--- config.mk ---
export PLATFORM = sky130hd
export DESIGN_NAME = sci_port
export DESIGN_NICKNAME = d
export VERILOG_FILES = /design/src/design/sci_pkg.sv /design/src/design/sci_port.sv
export SDC_FILE = /design/constraint.sdc
export NUM_CORES = 1
export LEC_CHECK = 0
export CAP_MARGIN = 20
export CORE_ASPECT_RATIO = 0.8
export CORE_MARGIN = 2
export CORE_UTILIZATION = 40
export CTS_CLUSTER_DIAMETER = 150
export DETAILED_ROUTE_END_ITERATION = 8
export DONT_BUFFER_PORTS = 1
export SETUP_SLACK_MARGIN = 0.15
export SYNTH_ARGS = -nofsm -noshare
export SYNTH_HDL_FRONTEND = slang
export SYNTH_SLANG_ARGS = --single-unit
--- constraint.sdc ---
create_clock -name clk -period 4.85 [get_ports clk]
set_input_delay 0.2425 -clock clk [delete_from_list [all_inputs] [get_ports clk]]
set_output_delay 0.2425 -clock clk [all_outputs]
set_load 0.05 [all_outputs]
--- src/design/sci_pkg.sv ---
package sci_pkg;
	// Core clock and serial clock half period
	localparam int CLK_PERIOD_NS = 25;
	localparam int SCK_HALF_NS = 100;
	localparam int SCK_HALF_CYC = (SCK_HALF_NS + CLK_PERIOD_NS - 1) / CLK_PERIOD_NS;
	// Strap settling time after reset release
	localparam int STARTUP_CYC = 3;
	// Byte and slave frame layout
	localparam int BYTE_BITS = 8;
	localparam int SLV_ADDR_W = 7;
	localparam int SLV_RW_BIT = 7;
	localparam logic [4:0] SLV_ADDR_LAST = 5'h07;
	localparam logic [4:0] SLV_DATA_FIRST = 5'h08;
	localparam logic [4:0] SLV_SHIFT_FIRST = 5'h09;
	localparam logic [4:0] SLV_FRAME_LAST = 5'h0F;
	localparam logic [4:0] SLV_FRAME_BITS = 5'h10;
	// Boot fetch, receive buffer depth and engine states
	localparam logic [1:0] BOOT_CFG_SERIAL = 2'h1;
	localparam logic [7:0] MEM_READ_CMD = 8'h03;
	localparam int BOOT_HDR_BYTES = 4;
	localparam logic [7:0] FILL_BYTE = 8'h00;
	localparam int BUF_DEPTH = 2;
	typedef enum logic [2:0] {
		ST_INIT = 3'b000,
		ST_IDLE = 3'b001,
		ST_MSTR = 3'b011,
		ST_SLV = 3'b010,
		ST_BOOT = 3'b100
	} sci_state_t;
endpackage

--- src/design/sci_port.sv ---
`timescale 1ns/1ps
module sci_port #(
	parameter int CLK_HALF = sci_pkg::SCK_HALF_CYC,
	parameter int BOOT_LEN = 256,
	parameter logic [23:0] BOOT_ADDR = 24'h00_0000
) (
	// Clock and reset
	input wire logic clk,
	input wire logic rst_n,
	// Role control
	input wire logic masterEnable,
	input wire logic [1:0] cpuBootConfig,
	output logic bootActive,
	output logic bootDone,
	// Serial clock pin
	input wire logic portClkIn,
	output logic portClkOut,
	output logic portClkOeN,
	// Serial data pins
	input wire logic portDataIn,
	output logic portDataOut,
	output logic portDataOeN,
	// Select pin
	input wire logic portSelectNIn,
	output logic portSelectNOut,
	output logic portSelectNOeN,
	// Master framing
	input wire logic cfgLsbFirst,
	input wire logic cfgClkIdleHigh,
	// Master transmit
	input wire logic [7:0] txData,
	input wire logic txValid,
	input wire logic txLast,
	output logic txReady,
	// Received bytes
	output logic [7:0] rxData,
	output logic rxValid,
	input wire logic rxReady,
	// Register access in slave role
	output logic [sci_pkg::SLV_ADDR_W-1:0] regAddr,
	output logic [7:0] regWrData,
	output logic regWrStrobe,
	output logic regRdStrobe,
	input wire logic [7:0] regRdData
);
	import sci_pkg::*;

	localparam int DIV_W = $clog2(CLK_HALF + 1);
	localparam int IDX_W = $clog2(BOOT_LEN + BOOT_HDR_BYTES + 1);
	localparam logic [IDX_W-1:0] BOOT_HDR = IDX_W'(BOOT_HDR_BYTES);
	localparam logic [IDX_W-1:0] BOOT_END = IDX_W'(BOOT_HDR_BYTES + BOOT_LEN);
	localparam logic [DIV_W-1:0] DIV_LAST = DIV_W'(CLK_HALF - 1);

	if (CLK_HALF < 1 || BOOT_LEN < 1) begin : g_bad_param
		$error("sci_port: CLK_HALF and BOOT_LEN must be at least 1");
	end

	function automatic logic [7:0] boot_byte(input logic [IDX_W-1:0] idx);
		case (idx)
			IDX_W'(0): boot_byte = MEM_READ_CMD;
			IDX_W'(1): boot_byte = BOOT_ADDR[23:16];
			IDX_W'(2): boot_byte = BOOT_ADDR[15:8];
			IDX_W'(3): boot_byte = BOOT_ADDR[7:0];
			default: boot_byte = FILL_BYTE;
		endcase
	endfunction

	// Pin synchronisers: clock, data, select, boot straps
	logic [4:0] meta_q, sync_q;
	logic sckLast_q;
	logic sckS, dinS, csnS, sckRise, sckFall;
	always_ff @(posedge clk) begin
		if (!rst_n) begin
			meta_q <= 5'h1F;
			sync_q <= 5'h1F;
			sckLast_q <= 1'b1;
		end else begin
			meta_q <= {cpuBootConfig, portSelectNIn, portDataIn, portClkIn};
			sync_q <= meta_q;
			sckLast_q <= sync_q[0];
		end
	end
	assign sckS = sync_q[0];
	assign dinS = sync_q[1];
	assign csnS = sync_q[2];
	assign sckRise = sckS & ~sckLast_q;
	assign sckFall = ~sckS & sckLast_q;

	// Two-entry receive buffer
	logic [7:0] mem_q [BUF_DEPTH];
	logic [7:0] mem_d [BUF_DEPTH];
	logic wrPtr_q, wrPtr_d, rdPtr_q, rdPtr_d;
	logic [1:0] bufCnt_q, bufCnt_d;
	logic bufPush, bufSpace;
	logic [7:0] bufPushData;

	// Master and boot engine
	sci_state_t state_q, state_d;
	logic [1:0] startCnt_q, startCnt_d;
	logic [DIV_W-1:0] divCnt_q, divCnt_d;
	logic [7:0] shift_q, shift_d, shiftIn;
	logic [2:0] bitCnt_q, bitCnt_d;
	logic [IDX_W-1:0] bootIdx_q, bootIdx_d;
	logic busy_q, busy_d, sck_q, sck_d, samp_q, samp_d;
	logic csN_q, csN_d, last_q, last_d, bootDone_q, bootDone_d;
	logic tick, lsbEff, txStart, drivesPins;

	assign bufSpace = bufCnt_q < 2'(BUF_DEPTH);
	assign tick = busy_q && divCnt_q == DIV_LAST;
	assign lsbEff = cfgLsbFirst && state_q == ST_MSTR;
	assign shiftIn = lsbEff ? {samp_q, shift_q[7:1]} : {shift_q[6:0], samp_q};
	assign txStart = state_q == ST_MSTR && !busy_q && txValid && bufSpace;
	assign txReady = state_q == ST_MSTR && !busy_q && bufSpace;

	always_comb begin
		state_d = state_q;
		startCnt_d = startCnt_q;
		shift_d = shift_q;
		bitCnt_d = bitCnt_q;
		bootIdx_d = bootIdx_q;
		busy_d = busy_q;
		sck_d = sck_q;
		samp_d = samp_q;
		csN_d = csN_q;
		last_d = last_q;
		bootDone_d = bootDone_q;
		bufPush = 1'b0;
		bufPushData = shiftIn;
		divCnt_d = (busy_q && !tick) ? divCnt_q + 1'b1 : '0;
		case (state_q)
			ST_INIT: begin
				// Straps are read only once the synchronisers have settled
				if (startCnt_q == 2'(STARTUP_CYC - 1)) begin
					if (sync_q[4:3] == BOOT_CFG_SERIAL) begin
						state_d = ST_BOOT;
						csN_d = 1'b0;
					end else begin
						state_d = ST_IDLE;
					end
				end else begin
					startCnt_d = startCnt_q + 1'b1;
				end
			end
			ST_BOOT: begin
				if (!busy_q && bootIdx_q == BOOT_END) begin
					csN_d = 1'b1;
					bootDone_d = 1'b1;
					state_d = ST_IDLE;
				end else if (!busy_q && bufSpace) begin
					shift_d = boot_byte(bootIdx_q);
					busy_d = 1'b1;
				end
			end
			ST_IDLE: begin
				if (masterEnable) begin
					state_d = ST_MSTR;
				end else if (!csnS) begin
					state_d = ST_SLV;
				end
			end
			ST_MSTR: begin
				if (txStart) begin
					shift_d = txData;
					busy_d = 1'b1;
					csN_d = 1'b0;
					last_d = txLast;
				end else if (!busy_q && csN_q && !masterEnable) begin
					state_d = ST_IDLE;
				end
			end
			ST_SLV: begin
				if (csnS) begin
					state_d = ST_IDLE;
				end
			end
			default: state_d = ST_IDLE;
		endcase
		// Mode 0 framing: sample on the rising edge, shift on the falling edge
		if (tick) begin
			if (!sck_q) begin
				sck_d = 1'b1;
				samp_d = dinS;
			end else begin
				sck_d = 1'b0;
				shift_d = shiftIn;
				bitCnt_d = bitCnt_q + 1'b1;
				if (bitCnt_q == 3'(BYTE_BITS - 1)) begin
					busy_d = 1'b0;
					bufPush = state_q == ST_MSTR || bootIdx_q >= BOOT_HDR;
					if (state_q == ST_BOOT) begin
						bootIdx_d = bootIdx_q + 1'b1;
					end
					if (state_q == ST_MSTR && last_q) begin
						csN_d = 1'b1;
					end
				end
			end
		end
	end

	always_ff @(posedge clk) begin
		if (!rst_n) begin
			state_q <= ST_INIT;
			startCnt_q <= '0;
			divCnt_q <= '0;
			shift_q <= 8'h00;
			bitCnt_q <= '0;
			bootIdx_q <= '0;
			busy_q <= 1'b0;
			sck_q <= 1'b0;
			samp_q <= 1'b0;
			csN_q <= 1'b1;
			last_q <= 1'b0;
			bootDone_q <= 1'b0;
		end else begin
			state_q <= state_d;
			startCnt_q <= startCnt_d;
			divCnt_q <= divCnt_d;
			shift_q <= shift_d;
			bitCnt_q <= bitCnt_d;
			bootIdx_q <= bootIdx_d;
			busy_q <= busy_d;
			sck_q <= sck_d;
			samp_q <= samp_d;
			csN_q <= csN_d;
			last_q <= last_d;
			bootDone_q <= bootDone_d;
		end
	end

	always_comb begin
		mem_d = mem_q;
		wrPtr_d = wrPtr_q;
		rdPtr_d = rdPtr_q;
		bufCnt_d = bufCnt_q;
		if (bufPush) begin
			mem_d[wrPtr_q] = bufPushData;
			wrPtr_d = ~wrPtr_q;
		end
		if (rxValid && rxReady) begin
			rdPtr_d = ~rdPtr_q;
		end
		bufCnt_d = bufCnt_q + {1'b0, bufPush} - {1'b0, rxValid && rxReady};
	end

	always_ff @(posedge clk) begin
		if (!rst_n) begin
			mem_q <= '{default: 8'h00};
			wrPtr_q <= 1'b0;
			rdPtr_q <= 1'b0;
			bufCnt_q <= '0;
		end else begin
			mem_q <= mem_d;
			wrPtr_q <= wrPtr_d;
			rdPtr_q <= rdPtr_d;
			bufCnt_q <= bufCnt_d;
		end
	end
	assign rxValid = bufCnt_q != 2'h0;
	assign rxData = mem_q[rdPtr_q];

	// Slave engine: byte 0 is read flag and address, byte 1 is data
	logic [4:0] slvCnt_q, slvCnt_d;
	logic [7:0] slvSh_q, slvSh_d, slvTx_q, slvTx_d, slvShNext, wrData_q, wrData_d;
	logic [SLV_ADDR_W-1:0] addr_q, addr_d;
	logic isRead_q, isRead_d, rdStb_q, rdStb_d, wrStb_q, wrStb_d, slvActive, slvDrive;

	assign slvActive = state_q == ST_SLV && !csnS;
	assign slvShNext = {slvSh_q[6:0], dinS};

	always_comb begin
		slvCnt_d = slvCnt_q;
		slvSh_d = slvSh_q;
		slvTx_d = slvTx_q;
		wrData_d = wrData_q;
		addr_d = addr_q;
		isRead_d = isRead_q;
		rdStb_d = 1'b0;
		wrStb_d = 1'b0;
		if (!slvActive) begin
			// Select high ends any frame, partial or not
			slvCnt_d = '0;
			isRead_d = 1'b0;
		end else if (sckRise && slvCnt_q != SLV_FRAME_BITS) begin
			slvCnt_d = slvCnt_q + 1'b1;
			slvSh_d = slvShNext;
			if (slvCnt_q == SLV_ADDR_LAST) begin
				isRead_d = slvShNext[SLV_RW_BIT];
				addr_d = slvShNext[SLV_ADDR_W-1:0];
				rdStb_d = slvShNext[SLV_RW_BIT];
			end
			if (slvCnt_q == SLV_FRAME_LAST && !isRead_q) begin
				wrData_d = slvShNext;
				wrStb_d = 1'b1;
			end
		end
		if (rdStb_q) begin
			slvTx_d = regRdData;
		end else if (slvActive && sckFall && slvCnt_q >= SLV_SHIFT_FIRST) begin
			slvTx_d = {slvTx_q[6:0], 1'b0};
		end
	end

	always_ff @(posedge clk) begin
		if (!rst_n) begin
			slvCnt_q <= '0;
			slvSh_q <= 8'h00;
			slvTx_q <= 8'h00;
			wrData_q <= 8'h00;
			addr_q <= '0;
			isRead_q <= 1'b0;
			rdStb_q <= 1'b0;
			wrStb_q <= 1'b0;
		end else begin
			slvCnt_q <= slvCnt_d;
			slvSh_q <= slvSh_d;
			slvTx_q <= slvTx_d;
			wrData_q <= wrData_d;
			addr_q <= addr_d;
			isRead_q <= isRead_d;
			rdStb_q <= rdStb_d;
			wrStb_q <= wrStb_d;
		end
	end

	// Pin drivers; slave output tracks a flop so it lands before the next rising edge
	assign drivesPins = state_q == ST_MSTR || state_q == ST_BOOT;
	assign slvDrive = slvActive && isRead_q && slvCnt_q >= SLV_DATA_FIRST;
	assign portClkOut = sck_q ^ (cfgClkIdleHigh && state_q == ST_MSTR);
	assign portClkOeN = !drivesPins;
	assign portSelectNOut = csN_q;
	assign portSelectNOeN = !drivesPins;
	assign portDataOut = (state_q == ST_SLV) ? slvTx_q[7] : (lsbEff ? shift_q[0] : shift_q[7]);
	assign portDataOeN = !(slvDrive || (drivesPins && !csN_q));
	assign bootActive = state_q == ST_BOOT;
	assign bootDone = bootDone_q;
	assign regAddr = addr_q;
	assign regWrData = wrData_q;
	assign regWrStrobe = wrStb_q;
	assign regRdStrobe = rdStb_q;
endmodule // sci_port

==> results of run 1 <==
per-stage QoR:
step                instances  setup slack (ns)  hold slack, ns
detailed placement        610              2.06           0.327
global placement          610              2.18           0.322
finish                    634              2.03          0.0316
global route              634              1.81          0.0201
floorplan                 491              2.32           0.344
CTS                       632              1.97          0.0106
placed cells by master (no fill, tap or decap), types with 3 or more instances in the layout:
master         count
dfxtp_1          103
mux2i_1           40
nand2_1           38
o21ai_0           33
nor2b_1           31
nor2_1            25
nand3_1           20
a21oi_1           16
inv_1             15
and2_1            15
nand2b_1          15
xnor2_1           14
mux2_2            13
ha_1              13
clkbuf_16          9
nor3_1             6
dlygate4sd3_1      6
nand4_1            5
a21boi_0           5
a221oi_1           5
nand3b_1           4
nor4_1             3
and3_1             3
buf_4              3
critical path: stages (launching register included):
cell	delay (ns)
dfxtp_1	0.63
nor3b_4	0.23
nor2_2	0.14
buf_4	0.31
nor2_1	0.09
a21oi_1	0.84
synthesized netlist by cell type (all sizes together), types with 2 or more instances:
master | n | area, um2
inv | 15 | 56.3
a21boi | 5 | 37.5
and3b | 2 | 18.8
a211oi | 3 | 27.5
dfxtp | 103 | 2060
o21ai | 34 | 170
and2 | 15 | 93.8
nand3 | 20 | 100
nor3 | 7 | 35.0
or4 | 2 | 15.0
clkbuf | 18 | 67.6
nand3b | 4 | 30.0
nand4 | 5 | 31.3
a31oi | 3 | 33.8
nand2b | 15 | 93.8
nor2 | 27 | 104
o32ai | 2 | 17.5
or3 | 3 | 23.8
nand2 | 38 | 143
nor4 | 3 | 18.8
nand4b | 2 | 17.5
a21oi | 16 | 80.1
xor2 | 2 | 17.5
ha | 13 | 163
mux2i | 40 | 400
buf | 12 | 83.8
a221oi | 6 | 52.6
o21a | 2 | 15.0
and3 | 3 | 18.8
nor2b | 31 | 194
xnor2 | 14 | 123
nor3b | 4 | 46.3
mux2 | 13 | 146
state kept, by name, indices dropped and copies added, names as in the netlist, 3 cells and up:
signal     cells
bitCnt_q       3
bootIdx_q      9
divCnt_q       3
mem_q         16
meta_q         5
regAddr        7
regWrData      8
shift_q        8
slvCnt_q       5
slvSh_q        7
slvTx_q        8
state_q        3
sync_q         5
cells by family after synthesis:
family / Yosys count / share of synthesized area
compound gates: 75 / 0.102
simple gates: 186 / 0.223
mux: 53 / 0.118
flops: 103 / 0.446
buf+inv: 45 / 0.0449
xor+xnor: 16 / 0.0303
fa+ha+maj: 13 / 0.0352
worst max-delay path by stage:
stage	startpoint	endpoint	slack (ns)
detailed placement	state_q[1]	regWrData[4]	2.06
finish	state_q[0]	portDataOeN	2.03
CTS	state_q[0]	portDataOeN	1.97
floorplan	state_q[0]	portDataOeN	2.32
global placement	state_q[1]	regWrData[3]	2.18
global route	state_q[1]	regWrData[4]	1.81
power by group:
| part | leakage [nW] | switching [mW] | internal [mW] | total, mW |
|---|---|---|---|---|
| Clock | 0.159 | 0.324 | 0.469 | 0.793 |
| Sequential | 0.833 | 0.0539 | 0.877 | 0.931 |
| Combinational | 0.769 | 0.134 | 0.103 | 0.238 |
| Total | 1.76 | 0.512 | 1.45 | 1.96 |
final cells by class:
type                    instances  share of cell area
repair buffers                  9              0.0163
multi-input cells             343               0.466
well taps                     148              0.0364
inverters                      15              0.0111
clock buffers                  10              0.0470
flip-flops and latches        103               0.406
clock inverters                 6              0.0177
metal layers:
metal	up-vias	global-route usage	part of all wire
met5	-	0	0
met4	0	0.0441	0.012
met3	9	0.0614	0.061
met2	54	0.259	0.45
met1	1502	0.225	0.48
li1	1670	-	-
==> run metrics, run 1 <==
status complete, no violations; unrepaired setup endpoints after global routing false; post-layout min period 2.82 ns; vias in the first global route 3131; Mapped Nets 533; hold_sp rst_n; worst-path fanout max 13; register-to-register setup slack 2.07 ns; Cell Pwr Density 386 mW/mm2; Fill cells 1101; CTS Buf Count 9; average vias per placed instance 5.10; Synth warnings 0; worst reg2reg startpoint state_q[1]; Storage cell area 0.00206 mm2; syn_area_per_cell 9.41 um2; slew at the pin closest to its max-slew limit 1.08 ns; Initial DRC Count 204; Initial Utilization 0.406; max cap viols 0; element type at the critical path start register; WS Path Type reg -> out; DRT antenna net count 0; hold violation total from the final report 0; Post CTS Setup Buffer Count 0; WHS Path Cells 1; Netlist Area Pre-Place 0.00462 mm2; Max Buffers Root-to-Sink 2; WHS Endpoint regAddr[2]; WL final 9970 um; CP endpoint kind output port; FFs w/ async S/R, synth 0; Netlist cell types 53; R2R depth 5; Pleak 1.76 nW; Fmax achieved 354 MHz; post-CTS sizing 0; clk sinks 103; # rows 35; boundary pin count 64; IR drop worst, VDD 0.256 mV; pins over their slew limit 0; first-pass GRT wire length 16100 um; largest net degree at the start of global routing 99; Multi-input gate area 0.00237 mm2; core area 0.0114 mm2; final period utilization 0.582; post-synthesis sequential area ratio 0.446; clk root buf clkbuf_16; Port Buffer Count 0; Post-synth EDFFs 0; Final setup viols 0; Pre-antenna DRT Iters 5; DP Wirelength 6770 um; RePlAce Congestion 0.821; antenna cells 0; die area 0.0124 mm2; Final Power 1.96 mW; share of layout cells above drive strength 1 0.0926; via count 3235; Layout area overhead 9.93%; Relative slew margins 0.276; Die X 124 um; Layout Skew 0.00869 ns; Synth Register Bits 103; H-tree lvl count 3; hold crit path type in -> reg; Placed Instance Area 0.00468 mm2; crit path DAT 2.58 ns; Final Net Count 523; Worst R2R End regWrData[2]; routed len/inst 15.7 um; Setup TNS 0 ns; Req. time, crit path 4.61 ns; antenna violations before repair 0; cell area after layout 0.00508 mm2; # DRC 0; Worst-path clk slew 0.07 ns; grt ovf 0; Util after Layout 0.446; worst skew pair latency 0.35 ns; hold buffers post-CTS 6; CTS tree built; top_reg_cell synth dfxtp_1; gr usage total 0.169; die height 100 um; Synth Instances 491
Note: power is estimated with default switching activity, not from simulation.
==> run 2, diff against run 1 <==
==> constraint.sdc (replaced) <==
create_clock -name clk -period 2.7 [get_ports clk]
set_input_delay 0.135 -clock clk [delete_from_list [all_inputs] [get_ports clk]]
set_output_delay 0.135 -clock clk [all_outputs]
set_load 0.05 [all_outputs]
==> run 2 against run 1 <==
Effect of this change: count of clock-buffer cells in the layout stayed put; sequential share of layout area is 1.7 points lower; global-route usage hardly changed; die area stayed put; non-clock buffer count is 23 higher; via count is 5.7% higher; core utilization is 2.0 points higher.
==> run metrics, run 2 (same netlist as run 1, synthesis figures left out) <==
# DRC 0; max cap viols 0; hold slack 0.0217 ns; Storage cell area 0.00206 mm2; die area 0.0124 mm2; Fill cells 1076; WL final 10100 um; final period utilization 0.861; Setup TNS 0 ns; Initial Utilization 0.406; Pre-antenna DRT Iters 4; antenna cells 0; share of layout cells above drive strength 1 0.102; CP endpoint kind register; Cell Pwr Density 672 mW/mm2; WS Path Type reg -> reg; combinational power share 0.145; boundary pin count 64; Pleak 1.86 nW; worst reg2reg startpoint state_q[1]; slew at the pin closest to its max-slew limit 0.853 ns; largest registers mem_q x16, bootIdx_q x9; Worst-path clk slew 0.07 ns; first-pass GRT wire length 16100 um; largest net degree at the start of global routing 108; antenna violations before repair 0; DP Wirelength 6910 um; commonest cells after routing, fill and taps aside dfxtp_1, mux2i_1, nand2_1, o21ai_0, nor2b_1; Biggest register mem_q; Seq pwr share 0.462; Post CTS Setup Buffer Count 0; CTS tree built; # rows 35; average vias per placed instance 5.21; hold crit path type in -> reg; Initial DRC Count 124; Max Buffers Root-to-Sink 2; crit path launch state_q[1]; unrepaired setup endpoints after global routing false; Die X 124 um; hold violation total from the final report 0; cell internal pwr 2.62 mW; H-tree lvl count 3; die height 100 um; status complete, no violations; clock power share 0.393; worst skew pair latency 0.35 ns; setup slack after layout 0.376 ns; Multi-input gate area 0.00237 mm2; P_sw 948 uW; element type at the critical path start register; Relative slew margins 0.428; hold_sp regRdData[6]; via count 3421; Port Buffer Count 0; routed len/inst 15.3 um; grt ovf 0; Util after Layout 0.466; Final Net Count 546; core area 0.0114 mm2; post-layout min period 2.32 ns; Layout area overhead 14.8%; clk root buf clkbuf_16; Sw Ratio 0.266; Layout Skew 0.00747 ns; vias in the first global route 3136; pins over their slew limit 0; Final setup viols 0; dpl ws 0.415 ns; hold buffers post-CTS 21; crit path DAT 2.56 ns; worst-path fanout max 11; gr usage total 0.168; clk sinks 103; CTS Buf Count 9; Req. time, crit path 2.94 ns; RePlAce Congestion 0.815; commonest non-fill, non-tap cell in the layout dfxtp_1; post-CTS sizing 0; Fmax achieved 430 MHz; DRT antenna net count 0; IR drop worst, VDD 0.277 mV; max FFs per register 16
run 2: layout make-up:
type,count,area share
inverter,15,0.0106
clock inverter,6,0.0177
timing repair buffer,32,0.0590
clock buffer,10,0.0432
multi-input combinational,343,0.446
sequential,103,0.389
tap,148,0.0349
run 2: worst max-delay path, cell delays in order (launching register included):
cell	delay, ns
dfxtp_1	0.57
or4b_4	0.55
nor3b_2	0.23
and3b_1	0.55
mux2i_1	0.25
nor2b_1	0.06
run 2: metrics by stage:
step	cells	instance area, um2	total power [mW]
after global placement	619	4740	2.14
after CTS	656	5300	3.59
after global routing	657	5310	3.71
after floorplan	491	4620	2.08
after detailed placement	619	4740	2.15
final	657	5310	3.56
run 2: per-layer routing:
metal | up-vias | GRT usage | part of all wire
li1 | 1718 | - | -
met1 | 1632 | 0.231 | 0.48
met2 | 61 | 0.251 | 0.45
met3 | 10 | 0.0528 | 0.054
met4 | 0 | 0.0562 | 0.012
met5 | - | 0 | 0
run 2: power groups by stage:
stage	sequential (mW)	combinational (mW)	clock (mW)
floorplan	1.64	0.437	0
global placement	1.68	0.459	0
detailed placement	1.68	0.466	0
CTS	1.64	0.519	1.43
global route	1.65	0.571	1.48
finish	1.64	0.518	1.40
run 2: final timing paths:
check	to	slack (ns)	cells after the start
max reg2reg	regWrData[5]	0.38	5
min reg2reg	sync_q[4]	0.41	1
max	regWrData[5]	0.38	5
min	slvTx_q[6]	0.02	2
==> run 3, diff against run 2 <==
--- a/config.mk
+++ b/config.mk
@@ -8,10 +8,12 @@
 export CAP_MARGIN = 20
 export CORE_ASPECT_RATIO = 0.8
 export CORE_MARGIN = 2
-export CORE_UTILIZATION = 40
+export CORE_UTILIZATION = 55
 export CTS_CLUSTER_DIAMETER = 150
 export DETAILED_ROUTE_END_ITERATION = 8
 export DONT_BUFFER_PORTS = 1
+export PLACE_DENSITY = 0.7
+export RECOVER_POWER = 50
 export SETUP_SLACK_MARGIN = 0.15
 export SYNTH_ARGS = -nofsm -noshare
 export SYNTH_HDL_FRONTEND = slang
==> run 3 against run 2 <==
Effect of this change: first-iteration DRC count increased by 8.1%; routed wire length decreased by 5.5%; critical path type unchanged; worst hold slack improved by 0.056 ns; combinational power decreased by 6.2%; register-to-register slack got worse by 0.04 ns.
==> run metrics, run 3 (same netlist as run 1, synthesis figures left out) <==
status complete, no violations; Fmax achieved 423 MHz; Final Net Count 548; vias in the first global route 3161; Max Buffers Root-to-Sink 2; hold violation total from the final report 0; Relative slew margins 0.429; worst reg2reg startpoint state_q[0]; Pleak 1.79 nW; Die X 106 um; die height 86.0 um; WS Path Type reg -> reg; hold crit path type in -> reg; Cell Pwr Density 588 mW/mm2; Final setup viols 0; element type at the critical path start register; Util after Layout 0.630; worst skew pair latency 0.37 ns; # DRC 0; via count 3382; placed cell count 580; # rows 29; hold_sp masterEnable; pins over their slew limit 0; largest registers mem_q x16, bootIdx_q x9; Port Buffer Count 0; Pre-antenna DRT Iters 4; antenna cells 0; crit path DAT 2.63 ns; final period utilization 0.876; H-tree lvl count 3; worst-path fanout max 13; max FFs per register 16; CP endpoint kind register; average vias per placed instance 5.47; Initial Utilization 0.574; WL final 9520 um; grt ovf 0; Post CTS Setup Buffer Count 0; Worst-path clk slew 0.09 ns; antenna violations before repair 0; CP Buf/Inv Count 0; Biggest register mem_q; DRT antenna net count 0; Setup TNS 0 ns; share of layout cells above drive strength 1 0.0686; largest net degree at the start of global routing 109; CTS tree built; Layout Skew 0.0116 ns; first-pass GRT wire length 15600 um; post-layout min period 2.37 ns; Req. time, crit path 2.96 ns; commonest non-fill, non-tap cell in the layout dfxtp_1; Storage cell area 0.00206 mm2; Multi-input gate area 0.00234 mm2; die area 0.00916 mm2; RePlAce Congestion 0.863; CP top delay family simple AND/OR/NAND/NOR gates; Slowest cell on crit path or4b_1; clk root buf clkbuf_8; commonest cells after routing, fill and taps aside dfxtp_1, mux2i_1, nand2_1, o21ai_0, nor2b_1; worst path cell trace or4b_1 -> nor3b_1 -> and3b_1 -> mux2i_1 -> nor2b_1; CTS Buf Count 9; boundary pin count 64; gr usage total 0.217; max cap viols 0; core area 0.00806 mm2; clk sinks 103; slew at the pin closest to its max-slew limit 0.852 ns; crit path launch state_q[0]; DP Wirelength 6520 um; Fill cells 717; IR drop worst, VDD 0.395 mV; unrepaired setup endpoints after global routing false; CP peak stage delay 0.64 ns; Initial DRC Count 134; Final Non-Filler Cells 618; Layout area overhead 9.88%; routed len/inst 15.4 um
[run 3: cell count changes in the layout (fill, tap and decap cells not counted), moves of 3 or more]
cell       before  now
clkbuf_1        1    4
and2_0          0    5
clkbuf_16       9    0
mux2_2         13    5
mux2_1          0    8
clkbuf_8        0    9
and2_1         15   10
[run 3: path summary, 6_finish.rpt]
path	end	slack, ns	depth (start not counted)
worst max-delay path	regWrData[4]	0.33	5
worst min-delay path	state_q[0]	0.08	2
worst max register to register	regWrData[4]	0.33	5
worst min register to register	sync_q[0]	0.41	1
[run 3: timing repair]
item                                   CTS  global route
endpoints found under the hold margin   96             0
gates resized for setup                  0             0
hold buffers                            23             0
[run 3: through the flow]
stage | instance area (um2) | power (mW) | hold slack (ns) | setup slack, ns
2_1_floorplan | 4620 | 2.08 | 0.236 | 0.278
3_3_place_gp | 4700 | 2.12 | 0.217 | 0.532
3_5_place_dp | 4700 | 2.13 | 0.218 | 0.468
4_1_cts | 5100 | 3.03 | 0.0572 | 0.459
5_1_grt | 5080 | 3.14 | 0.0680 | 0.197
6_report | 5080 | 2.99 | 0.0773 | 0.334
[run 3: layout make-up]
cell class	count	area share
Clock inverter	5	0.00665
Sequential cell	103	0.406
Clock buffer	10	0.0251
Multi-Input combinational cell	343	0.462
Inverter	15	0.0111
Timing Repair Buffer	34	0.0628
Tap cell	108	0.0266
[run 3: routing by layer]
metal | global-route usage | vias up | routed length, um
met5 | 0 | - | 0
met4 | 0.0649 | 0 | 104
met3 | 0.0745 | 8 | 575
met2 | 0.327 | 87 | 4260
met1 | 0.296 | 1568 | 4590
li1 | - | 1719 | -
[run 3: power by group]
group / total (mW) / switching (mW) / leakage [nW] / internal, mW
registers: 1.65 / 0.0763 / 0.833 / 1.57
clock network: 0.849 / 0.518 / 0.0785 / 0.331
logic: 0.486 / 0.277 / 0.878 / 0.208
total: 2.99 / 0.872 / 1.79 / 2.11
